==> src/design/nsio_pkg.sv <==
// package: constants and carrier types for the supervisor io ports
package nsio_pkg;
    // can controller byte registers on the external bus
    localparam logic [15:0] CAN_CONTROL       = 16'h8000;
    localparam logic [15:0] CAN_COMMAND       = 16'h8001;
    localparam logic [15:0] CAN_STATUS        = 16'h8002;
    localparam logic [15:0] CAN_IRQ_FLAGS     = 16'h8003;
    localparam logic [15:0] CAN_ACCEPT_CODE   = 16'h8004;
    localparam logic [15:0] CAN_ACCEPT_MASK   = 16'h8005;
    localparam logic [15:0] CAN_BIT_TIMING_1  = 16'h8006;
    localparam logic [15:0] CAN_BIT_TIMING_2  = 16'h8007;
    localparam logic [15:0] CAN_DRIVER_CONFIG = 16'h8008;
    localparam logic [15:0] CAN_TEST          = 16'h8009;
    localparam logic [15:0] CAN_TX_FIRST      = 16'h800a;
    localparam logic [15:0] CAN_TX_LAST       = 16'h8013;
    localparam logic [15:0] CAN_RX_FIRST      = 16'h8014;
    localparam logic [15:0] CAN_RX_LAST       = 16'h801d;
    localparam logic [15:0] CAN_SPARE         = 16'h801e;
    localparam logic [15:0] CAN_CLOCK_DIVIDER = 16'h801f;
    localparam logic [7:0]  CAN_SPAN_LAST     = 8'h1f;

    // on-chip port and control registers
    localparam logic [15:0] PORT_ONE_DIRECTION   = 16'hfe80;
    localparam logic [15:0] PORT_ONE_DATA        = 16'hfe81;
    localparam logic [15:0] SYSTEM_CONTROL_ONE   = 16'hfe82;
    localparam logic [15:0] PORT_FIVE_DIRECTION  = 16'hfe83;
    localparam logic [15:0] PORT_FIVE_DATA       = 16'hfe84;
    localparam logic [15:0] PORT_SIX_DIRECTION   = 16'hfe85;
    localparam logic [15:0] PORT_SIX_DATA        = 16'hfe86;
    localparam logic [15:0] PORT_SEVEN_DIRECTION = 16'hfe87;
    localparam logic [15:0] PORT_SEVEN_DATA      = 16'hfe88;
    localparam logic [15:0] PORT_EIGHT_DATA      = 16'hfe89;
    localparam logic [15:0] PORT_NINE_DIRECTION  = 16'hfe8a;
    localparam logic [15:0] PORT_NINE_DATA       = 16'hfe8b;
    localparam logic [15:0] SYSTEM_CONTROL_TWO   = 16'hfe8c;
    localparam logic [15:0] TIMER_PIN_CONFIG     = 16'hfe8d;
    localparam logic [15:0] BYTE_TIMER_CONTROL   = 16'hfe8e;
    localparam logic [15:0] TIMER1_CAPTURE       = 16'hfe8f;
    localparam logic [15:0] TIMER2_CAPTURE       = 16'hfe90;
    localparam logic [15:0] XFER_DATA            = 16'hfe91;
    localparam logic [15:0] XFER_STATUS          = 16'hfe92;

    // reset values
    localparam logic [7:0] P1_DIR_RST  = 8'h01;
    localparam logic [7:0] SC1_RST     = 8'h20;
    localparam logic [7:0] P5_DIR_RST  = 8'hff;
    localparam logic [7:0] P6_DIR_RST  = 8'h0e;
    localparam logic [7:0] P6_DATA_RST = 8'h0e;
    localparam logic [7:0] INPUT_DIR   = 8'h00;

    // field positions and codes
    localparam int         SC1_IRQ_EN     = 5;
    localparam int         SC2_PIN_FN_MSB = 1;
    localparam int         BT_CCLR_LSB    = 3;
    localparam logic [2:0] BT_CKS_PIN     = 3'h7;
    localparam int         XFER_DONE_BIT  = 0;

    // timing
    localparam int         MCLK_HZ     = 100_000_000;
    localparam int         PHI_HZ      = 10_000_000;
    localparam int         PHI_DIV     = MCLK_HZ / PHI_HZ;
    localparam logic [3:0] PHI_LAST    = 4'(PHI_DIV - 1);
    localparam logic [3:0] PHI_HALF    = 4'(PHI_DIV / 2);
    localparam int         WAIT_STATES = 2;
    localparam logic [1:0] WAIT_LAST   = 2'(WAIT_STATES - 1);

    typedef struct packed {
        logic [7:0] o;
        logic [7:0] oe;
    } nsio_pins_t;

    typedef struct packed {
        logic addr_strobe_n;
        logic read_write_sel;
        logic data_strobe_n;
        logic rd_strobe_n;
        logic wr_strobe_n;
    } nsio_ext_ctl_t;

    typedef enum logic [2:0] {BUS_IDLE, BUS_T1, BUS_T2, BUS_TW, BUS_T3} nsio_bus_state_t;
endpackage

==> src/design/nsio_ports.sv <==
// supervisor controller pin ports and external can bus master
module nsio_ports (
    input  wire logic                    mclk,
    input  wire logic                    resetn,
    input  wire logic [15:0]             cpu_addr,
    input  wire logic [7:0]              cpu_wdata,
    input  wire logic                    cpu_wr,
    input  wire logic                    cpu_rd,
    output logic [7:0]                   cpu_rdata,
    output logic                         cpu_ready,
    output logic                         cpu_busy,
    input  wire logic [11:0]             slot_position_code,
    input  wire logic                    can_irq_n_in,
    input  wire logic [15:0]             load_meter_n,
    output nsio_pkg::nsio_pins_t         port_one_pins,
    output nsio_pkg::nsio_pins_t         port_five_pins,
    output nsio_pkg::nsio_pins_t         port_six_pins,
    output nsio_pkg::nsio_ext_ctl_t      ext_ctl,
    output logic [7:0]                   ext_addr,
    output logic [7:0]                   ext_data_o,
    output logic                         ext_data_oe,
    input  wire logic [7:0]              ext_data_i
);
    import nsio_pkg::*;

    logic [3:0]      div_cnt;
    logic            phi;
    logic            ph_en;
    logic [28:0]     sync_a;
    logic [28:0]     sync_b;
    logic [11:0]     sync_slot;
    logic [15:0]     sync_load;
    logic            sync_irq_n;
    logic            irq_prev;
    logic [7:0]      p1_dir;
    logic [7:0]      p1_data;
    logic [7:0]      sc1;
    logic [7:0]      p5_dir;
    logic [7:0]      p5_data;
    logic [7:0]      p6_dir;
    logic [7:0]      p6_data;
    logic [7:0]      sc2;
    logic [7:0]      bt_ctl;
    logic [7:0]      next_bt_ctl;
    logic [7:0]      xfer_data;
    logic            xfer_done;
    logic            dtc_pend;
    logic            cpu_pend;
    logic            pend_wr;
    logic [7:0]      pend_addr;
    logic [7:0]      pend_wdata;
    logic            bus_dtc;
    logic [1:0]      wait_cnt;
    nsio_bus_state_t bus_state;
    logic            is_can;
    logic            int_wr;
    logic            int_rd;
    logic            cycle_end;
    logic            strobe_on;
    logic [7:0]      p1_pin_in;
    logic [7:0]      p1_read;
    logic [7:0]      rd_mux;

    // clock phase divider; ph_en is the slow-bus tick
    always_ff @(posedge mclk or negedge resetn) begin
        if (!resetn) begin
            div_cnt <= 4'h0;
        end else if (div_cnt == PHI_LAST) begin
            div_cnt <= 4'h0;
        end else begin
            div_cnt <= div_cnt + 4'h1;
        end
    end
    assign phi   = (div_cnt < PHI_HALF);
    assign ph_en = (div_cnt == PHI_LAST);

    // pins arrive unrelated to mclk; only sync_b is ever looked at
    always_ff @(posedge mclk or negedge resetn) begin
        if (!resetn) begin
            sync_a <= '1;
            sync_b <= '1;
        end else begin
            sync_a <= {can_irq_n_in, load_meter_n, slot_position_code};
            sync_b <= sync_a;
        end
    end
    assign sync_slot  = sync_b[11:0];
    assign sync_load  = sync_b[27:12];
    assign sync_irq_n = sync_b[28];

    // access decode; requests are refused while an external access pends
    assign is_can = (cpu_addr >= CAN_CONTROL) && (cpu_addr <= CAN_CLOCK_DIVIDER);
    assign int_wr = cpu_wr && !cpu_busy && !is_can;
    assign int_rd = cpu_rd && !cpu_wr && !cpu_busy && !is_can;

    // byte timer: illegal clear or pin clock selections are dropped
    always_comb begin
        next_bt_ctl = cpu_wdata;
        if (cpu_wdata[BT_CCLR_LSB+1] && cpu_wdata[BT_CCLR_LSB]) begin
            next_bt_ctl[BT_CCLR_LSB+1] = 1'b0;
            next_bt_ctl[BT_CCLR_LSB]   = 1'b0;
        end
        if (cpu_wdata[2:0] == BT_CKS_PIN) begin
            next_bt_ctl[2:0] = 3'h0;
        end
    end

    // port and control registers written by firmware
    always_ff @(posedge mclk or negedge resetn) begin
        if (!resetn) begin
            p1_dir  <= P1_DIR_RST;
            p1_data <= 8'h00;
            sc1     <= SC1_RST;
            p5_dir  <= P5_DIR_RST;
            p5_data <= 8'h00;
            p6_dir  <= P6_DIR_RST;
            p6_data <= P6_DATA_RST;
            sc2     <= 8'h00;
            bt_ctl  <= 8'h00;
        end else if (int_wr) begin
            case (cpu_addr)
                PORT_ONE_DIRECTION: p1_dir <= cpu_wdata;
                PORT_ONE_DATA: p1_data <= cpu_wdata;
                SYSTEM_CONTROL_ONE: sc1 <= cpu_wdata;
                PORT_FIVE_DIRECTION: p5_dir <= cpu_wdata;
                PORT_FIVE_DATA: p5_data <= cpu_wdata;
                PORT_SIX_DIRECTION: p6_dir <= cpu_wdata;
                PORT_SIX_DATA: p6_data <= cpu_wdata;
                // pwm and second serial selects cannot be turned on
                SYSTEM_CONTROL_TWO: sc2 <= {cpu_wdata[7:2], 2'b00};
                BYTE_TIMER_CONTROL: bt_ctl <= next_bt_ctl;
                default: ;
            endcase
        end
    end

    // output pins: bit 0 of port one carries the bus clock
    assign port_one_pins.o   = {p1_data[7:1], phi};
    assign port_one_pins.oe  = p1_dir;
    assign port_five_pins.o  = p5_data;
    assign port_five_pins.oe = p5_dir;
    // bit 1 node reset, bits 2 and 3 lamps, all low active
    assign port_six_pins.o   = p6_data;
    assign port_six_pins.oe  = p6_dir;

    // irq falling edge queues a read of the can flag register
    always_ff @(posedge mclk or negedge resetn) begin
        if (!resetn) begin
            irq_prev <= 1'b1;
            dtc_pend <= 1'b0;
        end else begin
            irq_prev <= sync_irq_n;
            if (irq_prev && !sync_irq_n && sc1[SC1_IRQ_EN]) begin
                dtc_pend <= 1'b1;
            end else if (cycle_end && bus_dtc) begin
                dtc_pend <= 1'b0;
            end
        end
    end

    // transfer result; a new completion wins over a clear
    always_ff @(posedge mclk or negedge resetn) begin
        if (!resetn) begin
            xfer_data <= 8'h00;
            xfer_done <= 1'b0;
        end else if (cycle_end && bus_dtc) begin
            xfer_data <= ext_data_i;
            xfer_done <= 1'b1;
        end else if (int_wr && cpu_addr == XFER_STATUS && cpu_wdata[XFER_DONE_BIT]) begin
            xfer_done <= 1'b0;
        end
    end

    // external request latch, held until its bus cycle ends
    always_ff @(posedge mclk or negedge resetn) begin
        if (!resetn) begin
            cpu_pend   <= 1'b0;
            pend_wr    <= 1'b0;
            pend_addr  <= 8'h00;
            pend_wdata <= 8'h00;
        end else if (!cpu_pend && is_can && (cpu_wr || cpu_rd)) begin
            cpu_pend   <= 1'b1;
            pend_wr    <= cpu_wr;
            pend_addr  <= cpu_addr[7:0];
            pend_wdata <= cpu_wdata;
        end else if (cycle_end && !bus_dtc) begin
            cpu_pend <= 1'b0;
        end
    end
    assign cpu_busy = cpu_pend;

    // bus sequencer at the slow tick; irq transfers go first
    assign cycle_end = ph_en && (bus_state == BUS_T3);
    always_ff @(posedge mclk or negedge resetn) begin
        if (!resetn) begin
            bus_state <= BUS_IDLE;
            bus_dtc   <= 1'b0;
            wait_cnt  <= 2'h0;
        end else if (ph_en) begin
            case (bus_state)
                BUS_IDLE: begin
                    if (dtc_pend) begin
                        bus_state <= BUS_T1;
                        bus_dtc   <= 1'b1;
                    end else if (cpu_pend) begin
                        bus_state <= BUS_T1;
                        bus_dtc   <= 1'b0;
                    end
                end
                BUS_T1: bus_state <= BUS_T2;
                BUS_T2: begin
                    bus_state <= BUS_TW;
                    wait_cnt  <= 2'h0;
                end
                BUS_TW: begin
                    if (wait_cnt == WAIT_LAST) begin
                        bus_state <= BUS_T3;
                    end else begin
                        wait_cnt <= wait_cnt + 2'h1;
                    end
                end
                BUS_T3: bus_state <= BUS_IDLE;
                default: bus_state <= BUS_IDLE;
            endcase
        end
    end

    // address and write data held in flops for the whole cycle
    always_ff @(posedge mclk or negedge resetn) begin
        if (!resetn) begin
            ext_addr   <= 8'h00;
            ext_data_o <= 8'h00;
        end else if (ph_en && bus_state == BUS_IDLE) begin
            ext_addr   <= dtc_pend ? CAN_IRQ_FLAGS[7:0] : pend_addr;
            ext_data_o <= pend_wdata;
        end
    end

    // strobes decode from the sequencer state
    assign strobe_on = (bus_state == BUS_T2) || (bus_state == BUS_TW) ||
                       (bus_state == BUS_T3);
    always_comb begin
        ext_ctl.addr_strobe_n  = (bus_state == BUS_IDLE);
        ext_ctl.read_write_sel = (bus_state == BUS_IDLE) || bus_dtc || !pend_wr;
        ext_ctl.data_strobe_n  = !strobe_on;
        ext_ctl.rd_strobe_n    = !(strobe_on && ext_ctl.read_write_sel);
        ext_ctl.wr_strobe_n    = !(strobe_on && !ext_ctl.read_write_sel);
    end
    // data lanes driven only while writing
    assign ext_data_oe = strobe_on && !ext_ctl.read_write_sel;

    // port one: output bits read back as driven, inputs as synced pins
    assign p1_pin_in = {2'b00, sync_irq_n, sync_slot[11:8], 1'b0};
    assign p1_read   = (p1_dir & port_one_pins.o) | (~p1_dir & p1_pin_in);

    // read mux; unmapped addresses return zero
    always_comb begin
        case (cpu_addr)
            PORT_ONE_DIRECTION: rd_mux = p1_dir;
            PORT_ONE_DATA: rd_mux = p1_read;
            SYSTEM_CONTROL_ONE: rd_mux = sc1;
            PORT_FIVE_DIRECTION: rd_mux = p5_dir;
            PORT_FIVE_DATA: rd_mux = p5_data;
            PORT_SIX_DIRECTION: rd_mux = p6_dir;
            PORT_SIX_DATA: rd_mux = p6_data & p6_dir;
            PORT_SEVEN_DIRECTION: rd_mux = INPUT_DIR;
            PORT_SEVEN_DATA: rd_mux = sync_slot[7:0];
            PORT_EIGHT_DATA: rd_mux = sync_load[7:0];
            PORT_NINE_DIRECTION: rd_mux = INPUT_DIR;
            PORT_NINE_DATA: rd_mux = sync_load[15:8];
            SYSTEM_CONTROL_TWO: rd_mux = sc2;
            // timer and serial pin functions are hard-wired off
            TIMER_PIN_CONFIG: rd_mux = 8'h00;
            BYTE_TIMER_CONTROL: rd_mux = bt_ctl;
            // edges on these pins carry no timing; no capture kept
            TIMER1_CAPTURE: rd_mux = 8'h00;
            TIMER2_CAPTURE: rd_mux = 8'h00;
            XFER_DATA: rd_mux = xfer_data;
            XFER_STATUS: rd_mux = {7'h00, xfer_done};
            default: rd_mux = 8'h00;
        endcase
    end

    // answers: one clock for on-chip, end of bus cycle for external
    always_ff @(posedge mclk or negedge resetn) begin
        if (!resetn) begin
            cpu_ready <= 1'b0;
            cpu_rdata <= 8'h00;
        end else if (cycle_end && !bus_dtc) begin
            cpu_ready <= 1'b1;
            if (!pend_wr) begin
                cpu_rdata <= ext_data_i;
            end
        end else begin
            cpu_ready <= int_wr || int_rd;
            if (int_rd) begin
                cpu_rdata <= rd_mux;
            end
        end
    end
endmodule // nsio_ports

==> config.mk <==
export PLATFORM = sky130hd
export DESIGN_NAME = nsio_ports
export DESIGN_NICKNAME = d
export VERILOG_FILES = /design/src/design/nsio_pkg.sv /design/src/design/nsio_ports.sv
export SDC_FILE = /design/constraint.sdc
export NUM_CORES = 1
export LEC_CHECK = 0
export ABC_CLOCK_PERIOD_IN_PS = 3800
export BUFFER_PORTS_ARGS = -buffer_cell sky130_fd_sc_hd__buf_2
export CAP_MARGIN = 20
export CORE_MARGIN = 1.5
export CORE_UTILIZATION = 35
export CTS_BUF_LIST = sky130_fd_sc_hd__clkbuf_8 sky130_fd_sc_hd__clkbuf_16
export DETAILED_ROUTE_END_ITERATION = 7
export GPL_TIMING_DRIVEN = 1
export PLACE_DENSITY_LB_ADDON = 0.05
export SYNTH_ARGS = -nofsm -noshare
export SYNTH_HDL_FRONTEND = slang
export SYNTH_SLANG_ARGS = --single-unit
export TNS_END_PERCENT = 10
==> constraint.sdc <==
create_clock -name mclk -period 3.8 [get_ports mclk]
set_input_delay 0.19 -clock mclk [delete_from_list [all_inputs] [get_ports mclk]]
set_output_delay 0.19 -clock mclk [all_outputs]
set_load 0.02 [all_outputs]
==> flow_summary.ini <==
[outcome]
status = finished clean

[floorplanning]
chipHeight_um = 156.0
num_rows = 55
initial_utilization = 0.3597
core_area_mm2 = 0.02278
dieArea_mm2 = 0.02433
chipWidth_um = 156.0
ios = 145

[pwr]
ir_worst_vdd_uv = 245.9
power.leakage_nw = 4.742
powerDensity_mw_per_mm2 = 412.2
total_power_mw = 4.164

[routing]
drtPass1Iterations = 5
wirelength_mm = 24.51
drt_iter0_drc = 404
dr_total_vias = 5902
antenna_left = 0
wl_per_cell_um = 21.60
drc = 0
vias_per_cell = 5.200

[place]
dp_hpwl_mm = 17.47
place.port_buffers = 144
gp_congestion = 0.8449

[yosys]
synth_area_per_cell_um2 = 12.74
ys.flop_type = dfrtp_1
netlist_area_mm2 = 0.008193
ys_seq_elements = 191
netlist_top_cells_count = dfrtp_1, mux2_2, dfstp_2
synth.top_cell.area_share = 0.3543
synthCells = 643
synth.most_common_cell = dfrtp_1
synth_edf_count = 0
ys_types = 75
synth_area_leader_cell = dfrtp_1
ys_seq_area_frac = 0.5948
yosys_warnings = 0
async_flop_share = 1.000
synth_nets = 709
netlist_top_cells_area = dfrtp_1, dfstp_2, mux2_2

[cts]
cts.path.max_buffers = 2
cts_max_level = 4
clock_sinks = 191
cts_tree = yes
clk_pin_slew_worst_paths_ps = 70
cts_buffers = 17
clk_latency_ps = 440
cts_root_buffer = clkbuf_16

[sta]
rsz0062_at_grt = false
setup_tns_ps = 0
min_period_ps = 2706
finalClockSkew_ps = 10.56
setup-violations-final = 0
fmax_mhz = 369.5
slew-limit-headroom = 0.3193
period_share = 0.7122
final_max_slew_viol_count = 0
tightest_slew_ps = 1021
final-hold-violation-count = 0

[layout]
final_nets = 874
drive_above_1_share = 0.4641
syn2layout_area_growth_pct = 23.29
nFillCells = 2136
fin_util = 0.4435

[worst_setup_path]
critPathLaunchType = register
cp.required_ps = 4120
crit_type = reg2reg
endpoint_kind = register
arrival_ps = 3020
cp_max_fo = 13

[global_route]
grt_pass1_vias = 6124
antenna_found_initial = 1
track_usage = 0.2102
grt_max_degree = 123
grt-ovfl-total = 0
grt_pass1_wl_mm = 37.67

[worst_hold_path]
hold_path_class = in2reg

[flow_run]
drv_cap = 0
==> metrics by stage <==
| step | hold slack (ps) | cells | setup slack [ps] | area (um^2) |
|---|---|---|---|---|
| 4_1_cts | 2.936 | 1134 | 1088 | 10100 |
| 3_3_place_gp | 294.4 | 1072 | 946.2 | 9191 |
| 3_5_place_dp | 296.2 | 1072 | 942.2 | 9191 |
| 2_1_floorplan | -105.6 | 643 | 1667 | 8193 |
| 6_report | 22.12 | 1135 | 1094 | 10100 |
| 5_1_grt | 7.645 | 1134 | 958.2 | 10100 |
==> worst paths after layout <==
| check | start | slack, ps | end | cells past startpoint |
|---|---|---|---|---|
| max | cpu_busy$_DFFE_PN0P_ | 1090 | bt_ctl[6]$_DFFE_PN0P_ | 4 |
| min | ext_data_i[3] | 20 | xfer_data[3]$_DFFE_PN0P_ | 2 |
| max reg2reg | cpu_busy$_DFFE_PN0P_ | 1090 | bt_ctl[6]$_DFFE_PN0P_ | 4 |
| min reg2reg | sync_a[8]$_DFF_PN1_ | 340 | sync_b[8]$_DFF_PN1_ | 0 |
| max in group asynchronous | resetn | 2300 | sync_b[7]$_DFF_PN1_ | 3 |
| min in group asynchronous | resetn | 460 | ext_addr[6]$_DFFE_PN0P_ | 2 |
==> repair_timing <==
item | in CTS | in global routing
setup buffers | 0 | 0
hold buffers | 30 | 0
endpoints found under the hold margin | 97 | 0
resized for setup | 0 | 0
==> metal layers <==
metal	vias to the layer above	global-route usage	wire (um)
li1	2680	-	-
met1	3003	0.2779	10900
met2	190	0.3471	11910
met3	29	0.04250	1228
met4	0	0.06485	476
met5	-	0	0
==> worst max-delay path: stages, from the launching register on <==
cell and delay (ps):
dfrtp_1 450, nand2b_1 230, nor2b_1 720, nand3_1 710, mux2_2 480
==> cell type report <==
| type | instances | area, um^2 | area share |
|---|---|---|---|
| clock inverter | 15 | 181.4 | 0.01796 |
| timing repair buffer | 182 | 1102 | 0.1091 |
| clock buffer | 17 | 425.4 | 0.04212 |
| tap | 313 | 391.6 | 0.03877 |
| sequential | 191 | 4873 | 0.4825 |
| multi-input combinational | 405 | 3083 | 0.3052 |
| antenna | 1 | 2.502 | 0.0002477 |
| inverter | 11 | 41.29 | 0.004088 |
==> power breakdown <==
group	internal (mW)	switching [mW]
clock	0.995	0.852
combinational	0.0734	0.133
sequential	2.09	0.0160
total	3.16	1.00
==> sequential cells by signal, indices dropped and copies added (netlist names), 7 cells and up <==
signal and flops:
p6_data 8, cpu_rdata 8, ext_data_o 8, sync_a 29, p5_dir 8, p1_dir 8, sync_b 29, p5_data 8
ext_addr 8, p6_dir 8, xfer_data 8, pend_wdata 8, sc1 8, p1_data 7, bt_ctl 8, pend_addr 8
==> placed cells by master (no fill, tap or decap), drive strengths merged, types with 16 or more instances in the layout <==
cell type / count
dlygate4sd3: 30
inv: 17
o21ai: 45
buf: 151
nand2: 66
clkbuf: 18
nand3: 26
dfstp: 75
dfrtp: 116
mux2: 98
nor2: 16
==> cell families after synthesis <==
logic type	share of synthesized area
DFF	0.5948
and+or+nand+nor	0.1344
buffers and inverters	0.02886
muxes	0.1445
xor gates and xnor gates	0.001069
AOI/OAI and AO/OA	0.09484
adders and majority gates	0.001527
No activity file was read; power rests on OpenSTA's default activity.
